--- src/jtip_pkg.sv ---
// Constants and types shared by the test access port and its row memory
// Contract
// - Bypass puts one-bit register in scan path
// - Bypass passes scan data, user logic unaffected
// - Identification code selects identification register
// - Serial input sampled on test clock rise
// - Serial output changes on test clock fall
// - Serial output released when not shifting
// - No test reset pin; power-up reset used
// - Instruction subset, but chain member works
// - Factory state: pins act as test port
// - Macrocells behind port pins stay buried logic
// - Configuration may turn pins into plain I/O
// - Array erased and programmed through port
// - Arm, erase, program, verify use programming register
package jtip_pkg;

  // ----------------------------------------------------------------
  // Widths
  // ----------------------------------------------------------------
  localparam int IR_W = 4;
  localparam int ID_W = 32;
  localparam int ADDR_W = 4;
  localparam int DATA_W = 16;
  localparam int PRG_W = ADDR_W + DATA_W;
  localparam int ROWS = 16;
  localparam int CNT_W = 24;

  // ----------------------------------------------------------------
  // Instruction codes
  // ----------------------------------------------------------------
  localparam logic [IR_W-1:0] IR_BYPASS = 4'hf;
  localparam logic [IR_W-1:0] IR_IDCODE = 4'h1;
  localparam logic [IR_W-1:0] IR_ENABLE = 4'h9;
  localparam logic [IR_W-1:0] IR_ERASE = 4'ha;
  localparam logic [IR_W-1:0] IR_PROGRAM = 4'hb;
  localparam logic [IR_W-1:0] IR_VERIFY = 4'hc;
  localparam logic [IR_W-1:0] IR_CAPTURE = 4'h1;
  localparam logic [IR_W-1:0] IR_RESET_VAL = IR_IDCODE;

  // Arbitrary identification value; bit 0 set as scan chains expect
  localparam logic [ID_W-1:0] IDCODE_VAL = 32'h0a5c_0001;

  // ----------------------------------------------------------------
  // Array layout and reset values
  // ----------------------------------------------------------------
  localparam logic [DATA_W-1:0] ROW_ERASED = 16'h0000;
  localparam logic [ADDR_W-1:0] CFG_ROW = 4'h0;
  localparam int CFG_BIT = 0;
  localparam logic [ID_W-1:0] DR_RESET_VAL = 32'h0000_0000;

  // ----------------------------------------------------------------
  // Pulse timing
  // ----------------------------------------------------------------
  localparam int CLK_MHZ = 125;
  localparam int PWE_MS = 100;
  localparam int PWP_MS = 10;
  localparam int unsigned ERASE_CYC = PWE_MS * 1000 * CLK_MHZ;
  localparam int unsigned PROG_CYC = PWP_MS * 1000 * CLK_MHZ;

  // ----------------------------------------------------------------
  // Types
  // ----------------------------------------------------------------
  typedef enum logic [15:0] {
    TS_RESET  = 16'h0001,
    TS_IDLE   = 16'h0002,
    TS_SEL_DR = 16'h0004,
    TS_CAP_DR = 16'h0008,
    TS_SH_DR  = 16'h0010,
    TS_EX1_DR = 16'h0020,
    TS_PA_DR  = 16'h0040,
    TS_EX2_DR = 16'h0080,
    TS_UP_DR  = 16'h0100,
    TS_SEL_IR = 16'h0200,
    TS_CAP_IR = 16'h0400,
    TS_SH_IR  = 16'h0800,
    TS_EX1_IR = 16'h1000,
    TS_PA_IR  = 16'h2000,
    TS_EX2_IR = 16'h4000,
    TS_UP_IR  = 16'h8000
  } jtip_tap_t;

  typedef enum logic [2:0] {
    DS_BYP = 3'h1,
    DS_ID  = 3'h2,
    DS_PRG = 3'h4
  } jtip_dsel_t;

  typedef enum logic [2:0] {
    OP_IDLE  = 3'h1,
    OP_ERASE = 3'h2,
    OP_PROG  = 3'h4
  } jtip_op_t;

endpackage : jtip_pkg

--- src/jtip_mem_if.sv ---
// Signals between the port controller and the configuration row memory
`timescale 1ns/1ns
`default_nettype none
interface jtip_mem_if;
  import jtip_pkg::*;
  logic we;
  logic erase;
  logic [ADDR_W-1:0] wr_addr;
  logic [DATA_W-1:0] wr_data;
  logic [ADDR_W-1:0] rd_addr;
  logic [DATA_W-1:0] rd_data;
  logic cfg_off;
  modport ctl (output we, erase, wr_addr, wr_data, rd_addr,
               input rd_data, cfg_off);
  modport mem (input we, erase, wr_addr, wr_data, rd_addr,
               output rd_data, cfg_off);
endinterface : jtip_mem_if
`default_nettype wire

--- src/jtip_row_mem.sv ---
// Configuration row memory with registered read and whole-array erase
`timescale 1ns/1ns
`default_nettype none
module jtip_row_mem (
  // Clock and reset
  input wire logic mclk_in,
  input wire logic rst_in,
  // Controller side
  jtip_mem_if.mem bus
);
  import jtip_pkg::*;

  logic [DATA_W-1:0] rows_r [ROWS];
  logic [DATA_W-1:0] rd_data_r;
  logic cfg_off_r;

  // ----------------------------------------------------------------
  // Rows
  // ----------------------------------------------------------------
  // Reset stands in for the factory-erased array in simulation
  for (genvar i = 0; i < ROWS; i++) begin : g_row
    always_ff @(posedge mclk_in) begin
      if (rst_in || bus.erase) begin
        rows_r[i] <= ROW_ERASED;
      end else if (bus.we && bus.wr_addr == ADDR_W'(i)) begin
        rows_r[i] <= bus.wr_data;
      end
    end
  end

  // ----------------------------------------------------------------
  // Read side
  // ----------------------------------------------------------------
  always_ff @(posedge mclk_in) begin
    if (rst_in) begin
      rd_data_r <= ROW_ERASED;
      cfg_off_r <= 1'b0;
    end else begin
      rd_data_r <= rows_r[bus.rd_addr];
      cfg_off_r <= rows_r[CFG_ROW][CFG_BIT];
    end
  end

  assign bus.rd_data = rd_data_r;
  assign bus.cfg_off = cfg_off_r;

endmodule : jtip_row_mem
`default_nettype wire

--- src/jtip_top.sv ---
// Test access port with bypass, identification and array programming
`timescale 1ns/1ns
`default_nettype none
module jtip_top #(
  parameter int unsigned ERASE_CYC = jtip_pkg::ERASE_CYC,
  parameter int unsigned PROG_CYC = jtip_pkg::PROG_CYC
) (
  // Clock and reset
  input wire logic mclk_in,
  input wire logic rst_in,
  // Port pins
  input wire logic tck_in,
  input wire logic tms_in,
  input wire logic tdi_in,
  output logic tdo_out,
  output logic tdo_oe_out,
  // Status
  output logic port_jtag_out,
  output logic hv_pump_on_out
);
  import jtip_pkg::*;

  // ----------------------------------------------------------------
  // Pin synchronisers
  // ----------------------------------------------------------------
  // Bit 0 clock, bit 1 mode select, bit 2 serial input
  logic [2:0] sync_a_r;
  logic [2:0] sync_b_r;
  logic tck_d_r;
  logic tck_s;
  logic tms_s;
  logic tdi_s;
  logic tck_rise;
  logic tck_fall;

  always_ff @(posedge mclk_in) begin
    if (rst_in) begin
      sync_a_r <= 3'h0;
      sync_b_r <= 3'h0;
      tck_d_r <= 1'b0;
    end else begin
      sync_a_r <= {tdi_in, tms_in, tck_in};
      sync_b_r <= sync_a_r;
      tck_d_r <= sync_b_r[0];
    end
  end

  assign tck_s = sync_b_r[0];
  assign tms_s = sync_b_r[1];
  assign tdi_s = sync_b_r[2];
  assign tck_rise = tck_s & ~tck_d_r;
  assign tck_fall = ~tck_s & tck_d_r;

  // ----------------------------------------------------------------
  // Memory and port enable
  // ----------------------------------------------------------------
  jtip_mem_if mem_bus ();

  jtip_row_mem u_mem (
    .mclk_in (mclk_in),
    .rst_in  (rst_in),
    .bus     (mem_bus.mem)
  );

  logic port_en;
  // Factory-erased configuration keeps the pins as the port
  assign port_en = ~mem_bus.cfg_off;
  // Pin macrocells are never gated here, so buried logic keeps working
  assign port_jtag_out = port_en;

  // ----------------------------------------------------------------
  // Controller state machine
  // ----------------------------------------------------------------
  jtip_tap_t tap_r;
  jtip_tap_t tap_nxt;

  always_comb begin
    tap_nxt = tap_r;
    unique case (tap_r)
      TS_RESET: tap_nxt = tms_s ? TS_RESET : TS_IDLE;
      TS_IDLE: tap_nxt = tms_s ? TS_SEL_DR : TS_IDLE;
      TS_SEL_DR: tap_nxt = tms_s ? TS_SEL_IR : TS_CAP_DR;
      TS_CAP_DR: tap_nxt = tms_s ? TS_EX1_DR : TS_SH_DR;
      TS_SH_DR: tap_nxt = tms_s ? TS_EX1_DR : TS_SH_DR;
      TS_EX1_DR: tap_nxt = tms_s ? TS_UP_DR : TS_PA_DR;
      TS_PA_DR: tap_nxt = tms_s ? TS_EX2_DR : TS_PA_DR;
      TS_EX2_DR: tap_nxt = tms_s ? TS_UP_DR : TS_SH_DR;
      TS_UP_DR: tap_nxt = tms_s ? TS_SEL_DR : TS_IDLE;
      TS_SEL_IR: tap_nxt = tms_s ? TS_RESET : TS_CAP_IR;
      TS_CAP_IR: tap_nxt = tms_s ? TS_EX1_IR : TS_SH_IR;
      TS_SH_IR: tap_nxt = tms_s ? TS_EX1_IR : TS_SH_IR;
      TS_EX1_IR: tap_nxt = tms_s ? TS_UP_IR : TS_PA_IR;
      TS_PA_IR: tap_nxt = tms_s ? TS_EX2_IR : TS_PA_IR;
      TS_EX2_IR: tap_nxt = tms_s ? TS_UP_IR : TS_SH_IR;
      TS_UP_IR: tap_nxt = tms_s ? TS_SEL_DR : TS_IDLE;
      default: tap_nxt = TS_RESET;
    endcase
  end

  // No test reset pin: power-up reset or a disabled port forces reset
  always_ff @(posedge mclk_in) begin
    if (rst_in || !port_en) begin
      tap_r <= TS_RESET;
    end else if (tck_rise) begin
      tap_r <= tap_nxt;
    end
  end

  // ----------------------------------------------------------------
  // Instruction register
  // ----------------------------------------------------------------
  logic [IR_W-1:0] ir_sr_r;
  logic [IR_W-1:0] ir_r;
  jtip_dsel_t dsel;
  logic is_prg_code;

  always_ff @(posedge mclk_in) begin
    if (rst_in) begin
      ir_sr_r <= IR_CAPTURE;
    end else if (tck_rise && tap_r == TS_CAP_IR) begin
      ir_sr_r <= IR_CAPTURE;
    end else if (tck_rise && tap_r == TS_SH_IR) begin
      ir_sr_r <= {tdi_s, ir_sr_r[IR_W-1:1]};
    end
  end

  // All-ones scanned in lands here as the bypass code
  always_ff @(posedge mclk_in) begin
    if (rst_in || tap_r == TS_RESET) begin
      ir_r <= IR_RESET_VAL;
    end else if (tck_rise && tap_r == TS_UP_IR) begin
      ir_r <= ir_sr_r;
    end
  end

  always_comb begin
    unique case (ir_r)
      IR_IDCODE: dsel = DS_ID;
      IR_ENABLE, IR_ERASE, IR_PROGRAM, IR_VERIFY: dsel = DS_PRG;
      default: dsel = DS_BYP;
    endcase
  end

  assign is_prg_code = (ir_sr_r == IR_ENABLE) || (ir_sr_r == IR_ERASE)
                    || (ir_sr_r == IR_PROGRAM) || (ir_sr_r == IR_VERIFY);

  // ----------------------------------------------------------------
  // Data registers
  // ----------------------------------------------------------------
  // One shift chain serves all three; its length follows the selection
  logic [ID_W-1:0] dr_sr_r;
  logic [ADDR_W-1:0] row_addr_r;
  logic armed_r;

  always_ff @(posedge mclk_in) begin
    if (rst_in) begin
      dr_sr_r <= DR_RESET_VAL;
    end else if (tck_rise && tap_r == TS_CAP_DR) begin
      unique case (dsel)
        DS_BYP: dr_sr_r <= DR_RESET_VAL;
        DS_ID: dr_sr_r <= IDCODE_VAL;
        DS_PRG: begin
          if (ir_r == IR_VERIFY && armed_r) begin
            dr_sr_r <= ID_W'({row_addr_r, mem_bus.rd_data});
          end
        end
      endcase
    end else if (tck_rise && tap_r == TS_SH_DR) begin
      unique case (dsel)
        DS_BYP: dr_sr_r <= {dr_sr_r[ID_W-1:1], tdi_s};
        DS_ID: dr_sr_r <= {tdi_s, dr_sr_r[ID_W-1:1]};
        DS_PRG: begin
          dr_sr_r <= {{(ID_W-PRG_W){1'b0}}, tdi_s,
                      dr_sr_r[PRG_W-1:1]};
        end
      endcase
    end
  end

  // Programming register holds row address above the row data
  always_ff @(posedge mclk_in) begin
    if (rst_in) begin
      row_addr_r <= CFG_ROW;
    end else if (tck_rise && tap_r == TS_UP_DR && dsel == DS_PRG) begin
      row_addr_r <= dr_sr_r[PRG_W-1:DATA_W];
    end
  end

  // Arming survives a run of programming instructions only
  always_ff @(posedge mclk_in) begin
    if (rst_in || tap_r == TS_RESET) begin
      armed_r <= 1'b0;
    end else if (tck_rise && tap_r == TS_UP_IR) begin
      armed_r <= (ir_sr_r == IR_ENABLE)
              || (armed_r && is_prg_code);
    end
  end

  // ----------------------------------------------------------------
  // Erase and program pulses
  // ----------------------------------------------------------------
  // Pump timing is held on chip; the host only waits it out
  jtip_op_t op_r;
  logic [CNT_W-1:0] op_cnt_r;
  logic [CNT_W-1:0] op_len_r;
  logic [ADDR_W-1:0] prog_addr_r;
  logic [DATA_W-1:0] prog_data_r;
  logic op_start;
  logic op_done;

  assign op_start = tck_rise && tap_r == TS_UP_DR && armed_r
                 && op_r == OP_IDLE
                 && (ir_r == IR_ERASE || ir_r == IR_PROGRAM);
  assign op_done = (op_r != OP_IDLE) && (op_cnt_r == op_len_r);

  always_ff @(posedge mclk_in) begin
    if (rst_in) begin
      op_r <= OP_IDLE;
      op_cnt_r <= '0;
      op_len_r <= '0;
      prog_addr_r <= CFG_ROW;
      prog_data_r <= ROW_ERASED;
    end else if (op_start) begin
      op_r <= (ir_r == IR_ERASE) ? OP_ERASE : OP_PROG;
      op_cnt_r <= '0;
      op_len_r <= (ir_r == IR_ERASE) ? CNT_W'(ERASE_CYC - 1)
                                     : CNT_W'(PROG_CYC - 1);
      // Row address latches on this same edge, so take it from the chain
      prog_addr_r <= dr_sr_r[PRG_W-1:DATA_W];
      prog_data_r <= dr_sr_r[DATA_W-1:0];
    end else if (op_done) begin
      op_r <= OP_IDLE;
    end else if (op_r != OP_IDLE) begin
      op_cnt_r <= op_cnt_r + CNT_W'(1);
    end
  end

  assign mem_bus.erase = op_done && op_r == OP_ERASE;
  assign mem_bus.we = op_done && op_r == OP_PROG;
  assign mem_bus.wr_addr = prog_addr_r;
  assign mem_bus.wr_data = prog_data_r;
  assign mem_bus.rd_addr = row_addr_r;
  assign hv_pump_on_out = ~op_r[0];

  // ----------------------------------------------------------------
  // Serial output
  // ----------------------------------------------------------------
  logic tdo_r;
  logic tdo_oe_r;

  always_ff @(posedge mclk_in) begin
    if (rst_in || !port_en) begin
      tdo_r <= 1'b0;
      tdo_oe_r <= 1'b0;
    end else if (tck_fall) begin
      if (tap_r == TS_SH_IR) begin
        tdo_r <= ir_sr_r[0];
        tdo_oe_r <= 1'b1;
      end else if (tap_r == TS_SH_DR) begin
        tdo_r <= dr_sr_r[0];
        tdo_oe_r <= 1'b1;
      end else begin
        tdo_oe_r <= 1'b0;
      end
    end
  end

  assign tdo_out = tdo_r;
  assign tdo_oe_out = tdo_oe_r;
endmodule : jtip_top
`default_nettype wire

--- config.mk ---
export PLATFORM = sky130hd
export DESIGN_NAME = jtip_top
export DESIGN_NICKNAME = d
export VERILOG_FILES = /design/src/jtip_pkg.sv /design/src/jtip_mem_if.sv /design/src/jtip_row_mem.sv /design/src/jtip_top.sv
export SDC_FILE = /design/constraint.sdc
export NUM_CORES = 1
export LEC_CHECK = 0
export ABC_AREA = 1
export BUFFER_PORTS_ARGS = -buffer_cell sky130_fd_sc_hd__buf_4
export CAP_MARGIN = 30
export CORE_MARGIN = 5
export CORE_UTILIZATION = 40
export CTS_BUF_LIST = sky130_fd_sc_hd__clkbuf_4 sky130_fd_sc_hd__clkbuf_8
export DETAILED_ROUTE_END_ITERATION = 8
export MAX_ROUTING_LAYER = met4
export PLACE_DENSITY = 0.62
export SKIP_CTS_REPAIR_TIMING = 1
export SLEW_MARGIN = 20
export SYNTH_ARGS = -nofsm -noshare
export SYNTH_HDL_FRONTEND = slang
export SYNTH_HIERARCHICAL = 1
export SYNTH_SLANG_ARGS = --single-unit
--- constraint.sdc ---
create_clock -name mclk_in -period 7 [get_ports mclk_in]
set_input_delay 1.05 -clock mclk_in [delete_from_list [all_inputs] [get_ports mclk_in]]
set_output_delay 1.05 -clock mclk_in [all_outputs]
set_load 0.02 [all_outputs]
==> results of run 1 <==
[power breakdown]
group | total [mW] | switching, mW | leakage, nW | internal (mW)
combinational | 0.140 | 0.103 | 4.08 | 0.0367
sequential | 2.57 | 0.0229 | 3.54 | 2.55
clock | 2.09 | 0.930 | 0.720 | 1.16
[routing by layer]
metal | vias to the layer above | GRT usage (%) | routed length, um
li1 | 7728 | - | -
met1 | 7517 | 24.4 | 21700
met2 | 509 | 31.7 | 24400
met3 | 111 | 3.64 | 3400
met4 | 0 | 7.84 | 1540
met5 | - | - | 0
[state kept, by name (all words and copies together) (netlist names), 16 cells and up]
name and flops:
u_mem/rows_r 256, dr_sr_r 32, op_cnt_r 24, mem_bus.wr_data 16
tap_r 16, u_mem/bus.rd_data 16
[cells in the final DEF (no fill, tap or decap), types with 25 or more instances in the layout]
master / count
inv_1: 240
buf_4: 25
nand3_1: 230
dfxtp_1: 135
nand2_1: 688
o21ai_0: 34
nor2_1: 442
clkbuf_8: 78
a21oi_1: 97
edfxtp_1: 256
nand4_1: 55
[worst max-delay path: cells and delay by family, from the launching register on]
kind                   cells  cell delay [ns]
AND/OR/NAND/NOR           10             2.40
flip-flops                 1             0.43
buffers and inverters      3             0.42
[logic make-up (layout without fill, tap and decap cells)]
group                      after synthesis  in the layout
DFF                                    393            393
and+or+nand+nor                       1481           1481
buffers and inverters                  385            392
other                                    0              1
AOI/OAI and AO/OA                      155            155
adders and majority gates                5              5
xor gates and xnor gates                16             16
[metrics by stage]
step | total power [mW] | instances | instance area (um2) | hold WS [ns]
4_1_cts | 4.87 | 3057 | 21000 | 0.401
6_report | 4.80 | 3058 | 21000 | 0.401
2_1_floorplan | 2.71 | 2435 | 19300 | 0.388
3_5_place_dp | 2.76 | 2939 | 19700 | 0.393
3_3_place_gp | 2.75 | 2938 | 19600 | 0.398
5_1_grt | 5.00 | 3058 | 21000 | 0.429
[path summary, 6_finish.rpt]
path / to / from
worst min register to register: sync_b_r[0] / sync_a_r[0]
worst max register to register: u_mem/rows_r[1][11] / op_cnt_r[3]
worst max-delay path: u_mem/rows_r[1][11] / op_cnt_r[3]
worst min-delay path: sync_b_r[0] / sync_a_r[0]
[cell type report]
class	instances	area, um2
diodes	1	2.50
clock buffers	99	1230
clock inverters	19	121
fillers	4683	26700
inverters	248	937
multi-input cells	1657	7310
flip-flops and latches	393	10400
well taps	615	769
repair buffers	26	215
==> run_summary.xml, run 1 <==
<?xml version="1.0" encoding="UTF-8"?>
<metrics>
  <group name="run_status">
    <metric name="outcome" unit="">complete, no violations</metric>
  </group>
  <group name="sta">
    <metric name="layout_worst_path_cycle_share" unit="%">52.2</metric>
    <metric name="final_period_minus_worst_setup_slack" unit="ns">3.65</metric>
    <metric name="report.final.setup_viol" unit="">0</metric>
    <metric name="setup_ws" unit="ns">3.35</metric>
    <metric name="timing.final.max_slew_violations" unit="">0</metric>
    <metric name="final.setup_skew" unit="ns">0.0277</metric>
    <metric name="hold_viol" unit="">0</metric>
    <metric name="clock.fmax" unit="MHz">274</metric>
    <metric name="rel_slew_slack" unit="%">37.2</metric>
    <metric name="rsz0062_at_grt" unit="">false</metric>
    <metric name="worst_pin_slew" unit="ns">0.941</metric>
    <metric name="setup-tns-final" unit="ns">0</metric>
  </group>
  <group name="hold_path">
    <metric name="timing.hold.worst.class" unit="">reg2reg</metric>
    <metric name="worstHoldPathCells" unit="">2</metric>
  </group>
  <group name="route">
    <metric name="number_of_routed_nets_with_antenna_violations" unit="">0</metric>
    <metric name="routed_wirelength" unit="um">51100</metric>
    <metric name="drc" unit="">0</metric>
    <metric name="detail_route.vias_per_cell" unit="">5.19</metric>
    <metric name="detailroute.via_count" unit="">15900</metric>
    <metric name="firstDrtPassIters" unit="">5</metric>
    <metric name="drtIter0Drc" unit="">1459</metric>
    <metric name="post_drt_wl_per_cell" unit="um">16.7</metric>
  </group>
  <group name="logic_synthesis">
    <metric name="synth.ff_latch_count" unit="">393</metric>
    <metric name="synth_top_flop_cell" unit="">edfxtp_1</metric>
    <metric name="postSynthCellCount" unit="">2435</metric>
    <metric name="yosys-top-cells-area" unit="">edfxtp_1 (40%), dfxtp_1 (14%), nand2_1 (13%)</metric>
    <metric name="average_cell_area_after_synthesis" unit="um2">7.92</metric>
    <metric name="netlist.top_cell.by_area" unit="">edfxtp_1</metric>
    <metric name="synth.yosys.seq_area_share" unit="%">54.1</metric>
    <metric name="synth.most_common_cell" unit="">nand2_1</metric>
    <metric name="syn-num-nets" unit="">2445</metric>
    <metric name="synthAdderAreaFrac" unit="%">0.324</metric>
    <metric name="synthArstFlopShare" unit="%">0</metric>
    <metric name="synthesis.area" unit="um2">19300</metric>
    <metric name="yosysTopAreaCellShare" unit="%">39.8</metric>
    <metric name="largest_family_of_logic_cells_by_synthesized_area" unit="">simple AND/OR/NAND/NOR gates</metric>
    <metric name="synth_enable_flop_cells" unit="">256</metric>
    <metric name="yosys_warnings" unit="">6</metric>
    <metric name="synth.top_cells.by_count" unit="">nand2_1 (688), nor2_1 (442), edfxtp_1 (256)</metric>
    <metric name="netlist-cell-type-count" unit="">36</metric>
    <metric name="synthXorXnorAreaFrac" unit="%">0.726</metric>
    <metric name="synth_compound_gate_area_share" unit="%">4.10</metric>
    <metric name="share_of_cell_area_taken_by_muxes_after_synthesis" unit="%">0</metric>
    <metric name="simple_gate_portion_of_the_synthesized_area" unit="%">32.7</metric>
  </group>
  <group name="die">
    <metric name="fp.dieW" unit="um">230</metric>
    <metric name="core.rowCount" unit="">80</metric>
    <metric name="pin_count" unit="">9</metric>
    <metric name="initial_utilization" unit="%">40.4</metric>
    <metric name="floorplan.die.height" unit="um">230</metric>
    <metric name="core" unit="um2">47700</metric>
    <metric name="floorplan.die_area" unit="um2">52700</metric>
  </group>
  <group name="worst_setup_path">
    <metric name="timing.critical_path.fanout_max" unit="">27</metric>
    <metric name="reg2reg_setup_slack" unit="ns">3.35</metric>
    <metric name="critical_setup_path_class" unit="">reg2reg</metric>
    <metric name="timing.critical_path.cells" unit="">nand2_1, nor2_1, nand3_1, nand2_1, inv_1, nor2_2, nand2_2, nor4_2, buf_4, inv_1, nor3_2, nand2_1, nand2_1</metric>
    <metric name="cp-end-kind" unit="">flip-flop</metric>
    <metric name="worst-endpoint-arrival" unit="ns">3.89</metric>
    <metric name="timing.critical_path.required" unit="ns">7.24</metric>
    <metric name="critPathSlowestCell" unit="">nand2_1</metric>
    <metric name="cp_slowest_stage_delay" unit="ns">0.62</metric>
    <metric name="critical-path-top-cell-by-count" unit="">nand2_1</metric>
    <metric name="worst-r2r-cell-count" unit="">13</metric>
    <metric name="worst_setup_path_start_kind" unit="">flip-flop</metric>
  </group>
  <group name="global_routing">
    <metric name="grt_pass1_wl" unit="um">80900</metric>
    <metric name="grt_util_all_layers" unit="%">19.6</metric>
    <metric name="grt_overflow" unit="">0</metric>
    <metric name="maximum_number_of_pins_on_one_net_before_global_route_repair" unit="">75</metric>
    <metric name="antenna_violations_before_repair" unit="">1</metric>
    <metric name="first_global_vias" unit="">15200</metric>
  </group>
  <group name="place">
    <metric name="gpl.final_weighted_congestion" unit="">0.922</metric>
    <metric name="placement.setup.worst_slack" unit="ns">3.36</metric>
    <metric name="portBuffers" unit="">8</metric>
    <metric name="detailedPlacementHpwl" unit="um">31200</metric>
  </group>
  <group name="clock_network">
    <metric name="cts.root.buffer_cell" unit="">clkbuf_8</metric>
    <metric name="clock_sink_count" unit="">393</metric>
    <metric name="cts_tree" unit="">built</metric>
    <metric name="clockBufferDepth" unit="">3</metric>
    <metric name="cts_max_level" unit="">3</metric>
    <metric name="clk_pin_slew" unit="ns">0.06</metric>
    <metric name="clkLatencyLatePin" unit="ns">0.63</metric>
    <metric name="tritoncts.num_buffers" unit="">68</metric>
  </group>
  <group name="layout">
    <metric name="share_of_post_route_cells_with_drive_strength_above_1" unit="%">7.99</metric>
    <metric name="finalCoreUtilization" unit="%">44.0</metric>
    <metric name="final_nets" unit="">2404</metric>
    <metric name="area_growth_syn_to_layout" unit="%">8.95</metric>
  </group>
  <group name="power">
    <metric name="leakagePower" unit="nW">8.34</metric>
    <metric name="power_density" unit="nW/um2">229</metric>
    <metric name="vdd_drop_max" unit="mV">0.105</metric>
  </group>
  <group name="job">
    <metric name="max_cap_viol_count" unit="">0</metric>
  </group>
</metrics>
Power figures use the tool's default switching activity.
==> run 2, diff against run 1 <==
- PLACE_DENSITY: 0.62 -> 0.64
- clock period: 7 -> 3.2 ns (I/O delays scaled with it)
==> run 2 against run 1 <==
Global-route usage increased by 1.6 points. Clock skew decreased by 0.0031 ns. Combinational power rose by 140%.
==> run_summary.xml, run 2 (synthesis results as in run 1) <==
<?xml version="1.0" encoding="UTF-8"?>
<metrics>
  <group name="hold_path">
    <metric name="hold-path-endpoint" unit="">sync_a_r[1]</metric>
    <metric name="worstHoldPathCells" unit="">3</metric>
    <metric name="worst_hold_startpoint" unit="">tms_in</metric>
    <metric name="timing.hold.worst.class" unit="">in2reg</metric>
  </group>
  <group name="layout">
    <metric name="max_flop_register" unit="">u_mem/rows_r</metric>
    <metric name="most-common-layout-cells" unit="">nand2_1 (688), nor2_1 (442), edfxtp_1 (256)</metric>
    <metric name="final_common_cell" unit="">nand2_1</metric>
    <metric name="filler_cell_count" unit="">4717</metric>
    <metric name="finalCoreUtilization" unit="%">44.8</metric>
    <metric name="share_of_post_route_cells_with_drive_strength_above_1" unit="%">9.59</metric>
    <metric name="max_reg_flops" unit="">256</metric>
    <metric name="final_nets" unit="">2442</metric>
    <metric name="area_growth_syn_to_layout" unit="%">10.8</metric>
    <metric name="reg_top3" unit="">u_mem/rows_r (256), dr_sr_r (32), op_cnt_r (24)</metric>
    <metric name="fin_area" unit="um2">21400</metric>
    <metric name="post_layout_instance_count_excluding_filler_cells" unit="">3097</metric>
    <metric name="diodes" unit="">0</metric>
  </group>
  <group name="die">
    <metric name="core" unit="um2">47700</metric>
    <metric name="initial_utilization" unit="%">40.4</metric>
    <metric name="floorplan.die.height" unit="um">230</metric>
    <metric name="core.rowCount" unit="">80</metric>
    <metric name="fp.dieW" unit="um">230</metric>
    <metric name="pin_count" unit="">9</metric>
    <metric name="floorplan.die_area" unit="um2">52700</metric>
  </group>
  <group name="place">
    <metric name="gpl.final_weighted_congestion" unit="">0.904</metric>
    <metric name="placement.setup.worst_slack" unit="ns">0.118</metric>
    <metric name="portBuffers" unit="">8</metric>
    <metric name="dpl.cell_count" unit="">2974</metric>
    <metric name="detailed_place.area" unit="um2">20000</metric>
    <metric name="detailedPlacementHpwl" unit="um">34800</metric>
  </group>
  <group name="clock_network">
    <metric name="clk_pin_slew" unit="ns">0.06</metric>
    <metric name="tritoncts.num_buffers" unit="">67</metric>
    <metric name="cts.root.buffer_cell" unit="">clkbuf_8</metric>
    <metric name="cts_max_level" unit="">3</metric>
    <metric name="cts_tree" unit="">built</metric>
    <metric name="clockBufferDepth" unit="">3</metric>
    <metric name="clkLatencyLatePin" unit="ns">0.62</metric>
    <metric name="clock_sink_count" unit="">393</metric>
  </group>
  <group name="power">
    <metric name="report.power.total" unit="mW">10.5</metric>
    <metric name="power_density" unit="nW/um2">492</metric>
    <metric name="vdd_drop_max" unit="mV">0.233</metric>
    <metric name="leakagePower" unit="nW">8.56</metric>
  </group>
  <group name="worst_setup_path">
    <metric name="reg2reg_setup_slack" unit="ns">0.45</metric>
    <metric name="worst-r2r-cell-count" unit="">13</metric>
    <metric name="timing.critical_path.required" unit="ns">3.63</metric>
    <metric name="critPathSlowestCell" unit="">dfxtp_1</metric>
    <metric name="critical_path_cell_count" unit="">13</metric>
    <metric name="cp-end-kind" unit="">flip-flop</metric>
    <metric name="cp_slowest_stage_delay" unit="ns">0.43</metric>
    <metric name="cp_top_family" unit="">simple AND/OR/NAND/NOR gates</metric>
    <metric name="timing.critical_path.fanout_max" unit="">16</metric>
    <metric name="critical_path.reg2reg.endpoint" unit="">u_mem/rows_r[0][15]</metric>
    <metric name="regToRegStartpoint" unit="">op_cnt_r[3]</metric>
    <metric name="critical_setup_path_class" unit="">reg2reg</metric>
    <metric name="worst_setup_path_start_kind" unit="">flip-flop</metric>
    <metric name="worst-endpoint-arrival" unit="ns">3.18</metric>
    <metric name="timing.critical_path.cells" unit="">nand2_1, nor2_1, nand3_1, nand2_1, inv_1, nor2_2, nand2_2, nor4_2, inv_1, nor3_2, buf_4, nand3_2, nor2_1</metric>
    <metric name="setup.worst_path.start" unit="">op_cnt_r[3]</metric>
    <metric name="cp.buffers_inverters" unit="">3</metric>
  </group>
  <group name="route">
    <metric name="post_drt_wl_per_cell" unit="um">17.9</metric>
    <metric name="routed_wirelength" unit="um">55600</metric>
    <metric name="detailroute.via_count" unit="">16200</metric>
    <metric name="drtIter0Drc" unit="">1967</metric>
    <metric name="detail_route.vias_per_cell" unit="">5.22</metric>
    <metric name="number_of_routed_nets_with_antenna_violations" unit="">0</metric>
    <metric name="drc" unit="">0</metric>
    <metric name="firstDrtPassIters" unit="">6</metric>
  </group>
  <group name="job">
    <metric name="max_cap_viol_count" unit="">0</metric>
  </group>
  <group name="sta">
    <metric name="setup_ws" unit="ns">0.452</metric>
    <metric name="rel_slew_slack" unit="%">31.8</metric>
    <metric name="hold_viol" unit="">0</metric>
    <metric name="final_period_minus_worst_setup_slack" unit="ns">2.75</metric>
    <metric name="whs" unit="ns">0.0772</metric>
    <metric name="report.final.setup_viol" unit="">0</metric>
    <metric name="timing.final.max_slew_violations" unit="">0</metric>
    <metric name="worst_pin_slew" unit="ns">1.02</metric>
    <metric name="setup-tns-final" unit="ns">0</metric>
    <metric name="clock.fmax" unit="MHz">364</metric>
    <metric name="final.setup_skew" unit="ns">0.0246</metric>
    <metric name="rsz0062_at_grt" unit="">false</metric>
    <metric name="layout_worst_path_cycle_share" unit="%">85.9</metric>
  </group>
  <group name="global_routing">
    <metric name="grt_overflow" unit="">0</metric>
    <metric name="grt_pass1_wl" unit="um">86500</metric>
    <metric name="antenna_violations_before_repair" unit="">0</metric>
    <metric name="maximum_number_of_pins_on_one_net_before_global_route_repair" unit="">132</metric>
    <metric name="grt_util_all_layers" unit="%">21.2</metric>
    <metric name="first_global_vias" unit="">15400</metric>
  </group>
  <group name="run_status">
    <metric name="outcome" unit="">complete, no violations</metric>
  </group>
</metrics>
[run 2: cell types whose count changed in the layout (fill, tap and decap cells not counted), moves of 2 or more]
cell,change
buf_8,+4
buf_12,+2
buf_4,+31
clkbuf_4,+6
clkinv_1,-2
[run 2: area by class of cell]
cell class / count / area (um2) / share of cell area, %
multi-input combinational: 1658 / 7310 / 34.2
sequential: 393 / 10400 / 48.8
inverter: 248 / 937 / 4.38
clock buffer: 105 / 1280 / 5.97
tap: 615 / 769 / 3.60
timing repair buffer: 64 / 576 / 2.69
clock inverter: 14 / 63.8 / 0.299
[run 2: how the worst max path moves through the flow]
stage | slack (ns) | endpoint
after global placement | 0.28 | u_mem/rows_r[7][8]
final | 0.45 | u_mem/rows_r[0][15]
after detailed placement | 0.12 | u_mem/rows_r[7][4]
after CTS | 0.07 | u_mem/rows_r[7][4]
after global routing | 0.21 | u_mem/rows_r[1][1]
after floorplan | -0.08 | u_mem/rows_r[14][0]
[run 2: tightest hold or removal path, cell delays in order]
cell and delay (ns):
buf_4 0.08, inv_1 0.03, nor2_1 0.06
[run 2: power breakdown]
part / switching [mW] / leakage [nW] / internal [mW]
combinational: 0.245 / 4.30 / 0.0914
clock: 2.04 / 0.720 / 2.53
sequential: 0.0519 / 3.54 / 5.57
[run 2: metal layers]
metal | part of all wire, % | vias up | global-route usage [%]
li1 | - | 7794 | -
met5 | 0 | - | -
met2 | 46 | 652 | 32.2
met4 | 3.4 | 0 | 8.31
met3 | 7.7 | 110 | 3.13
met1 | 43 | 7599 | 28.8
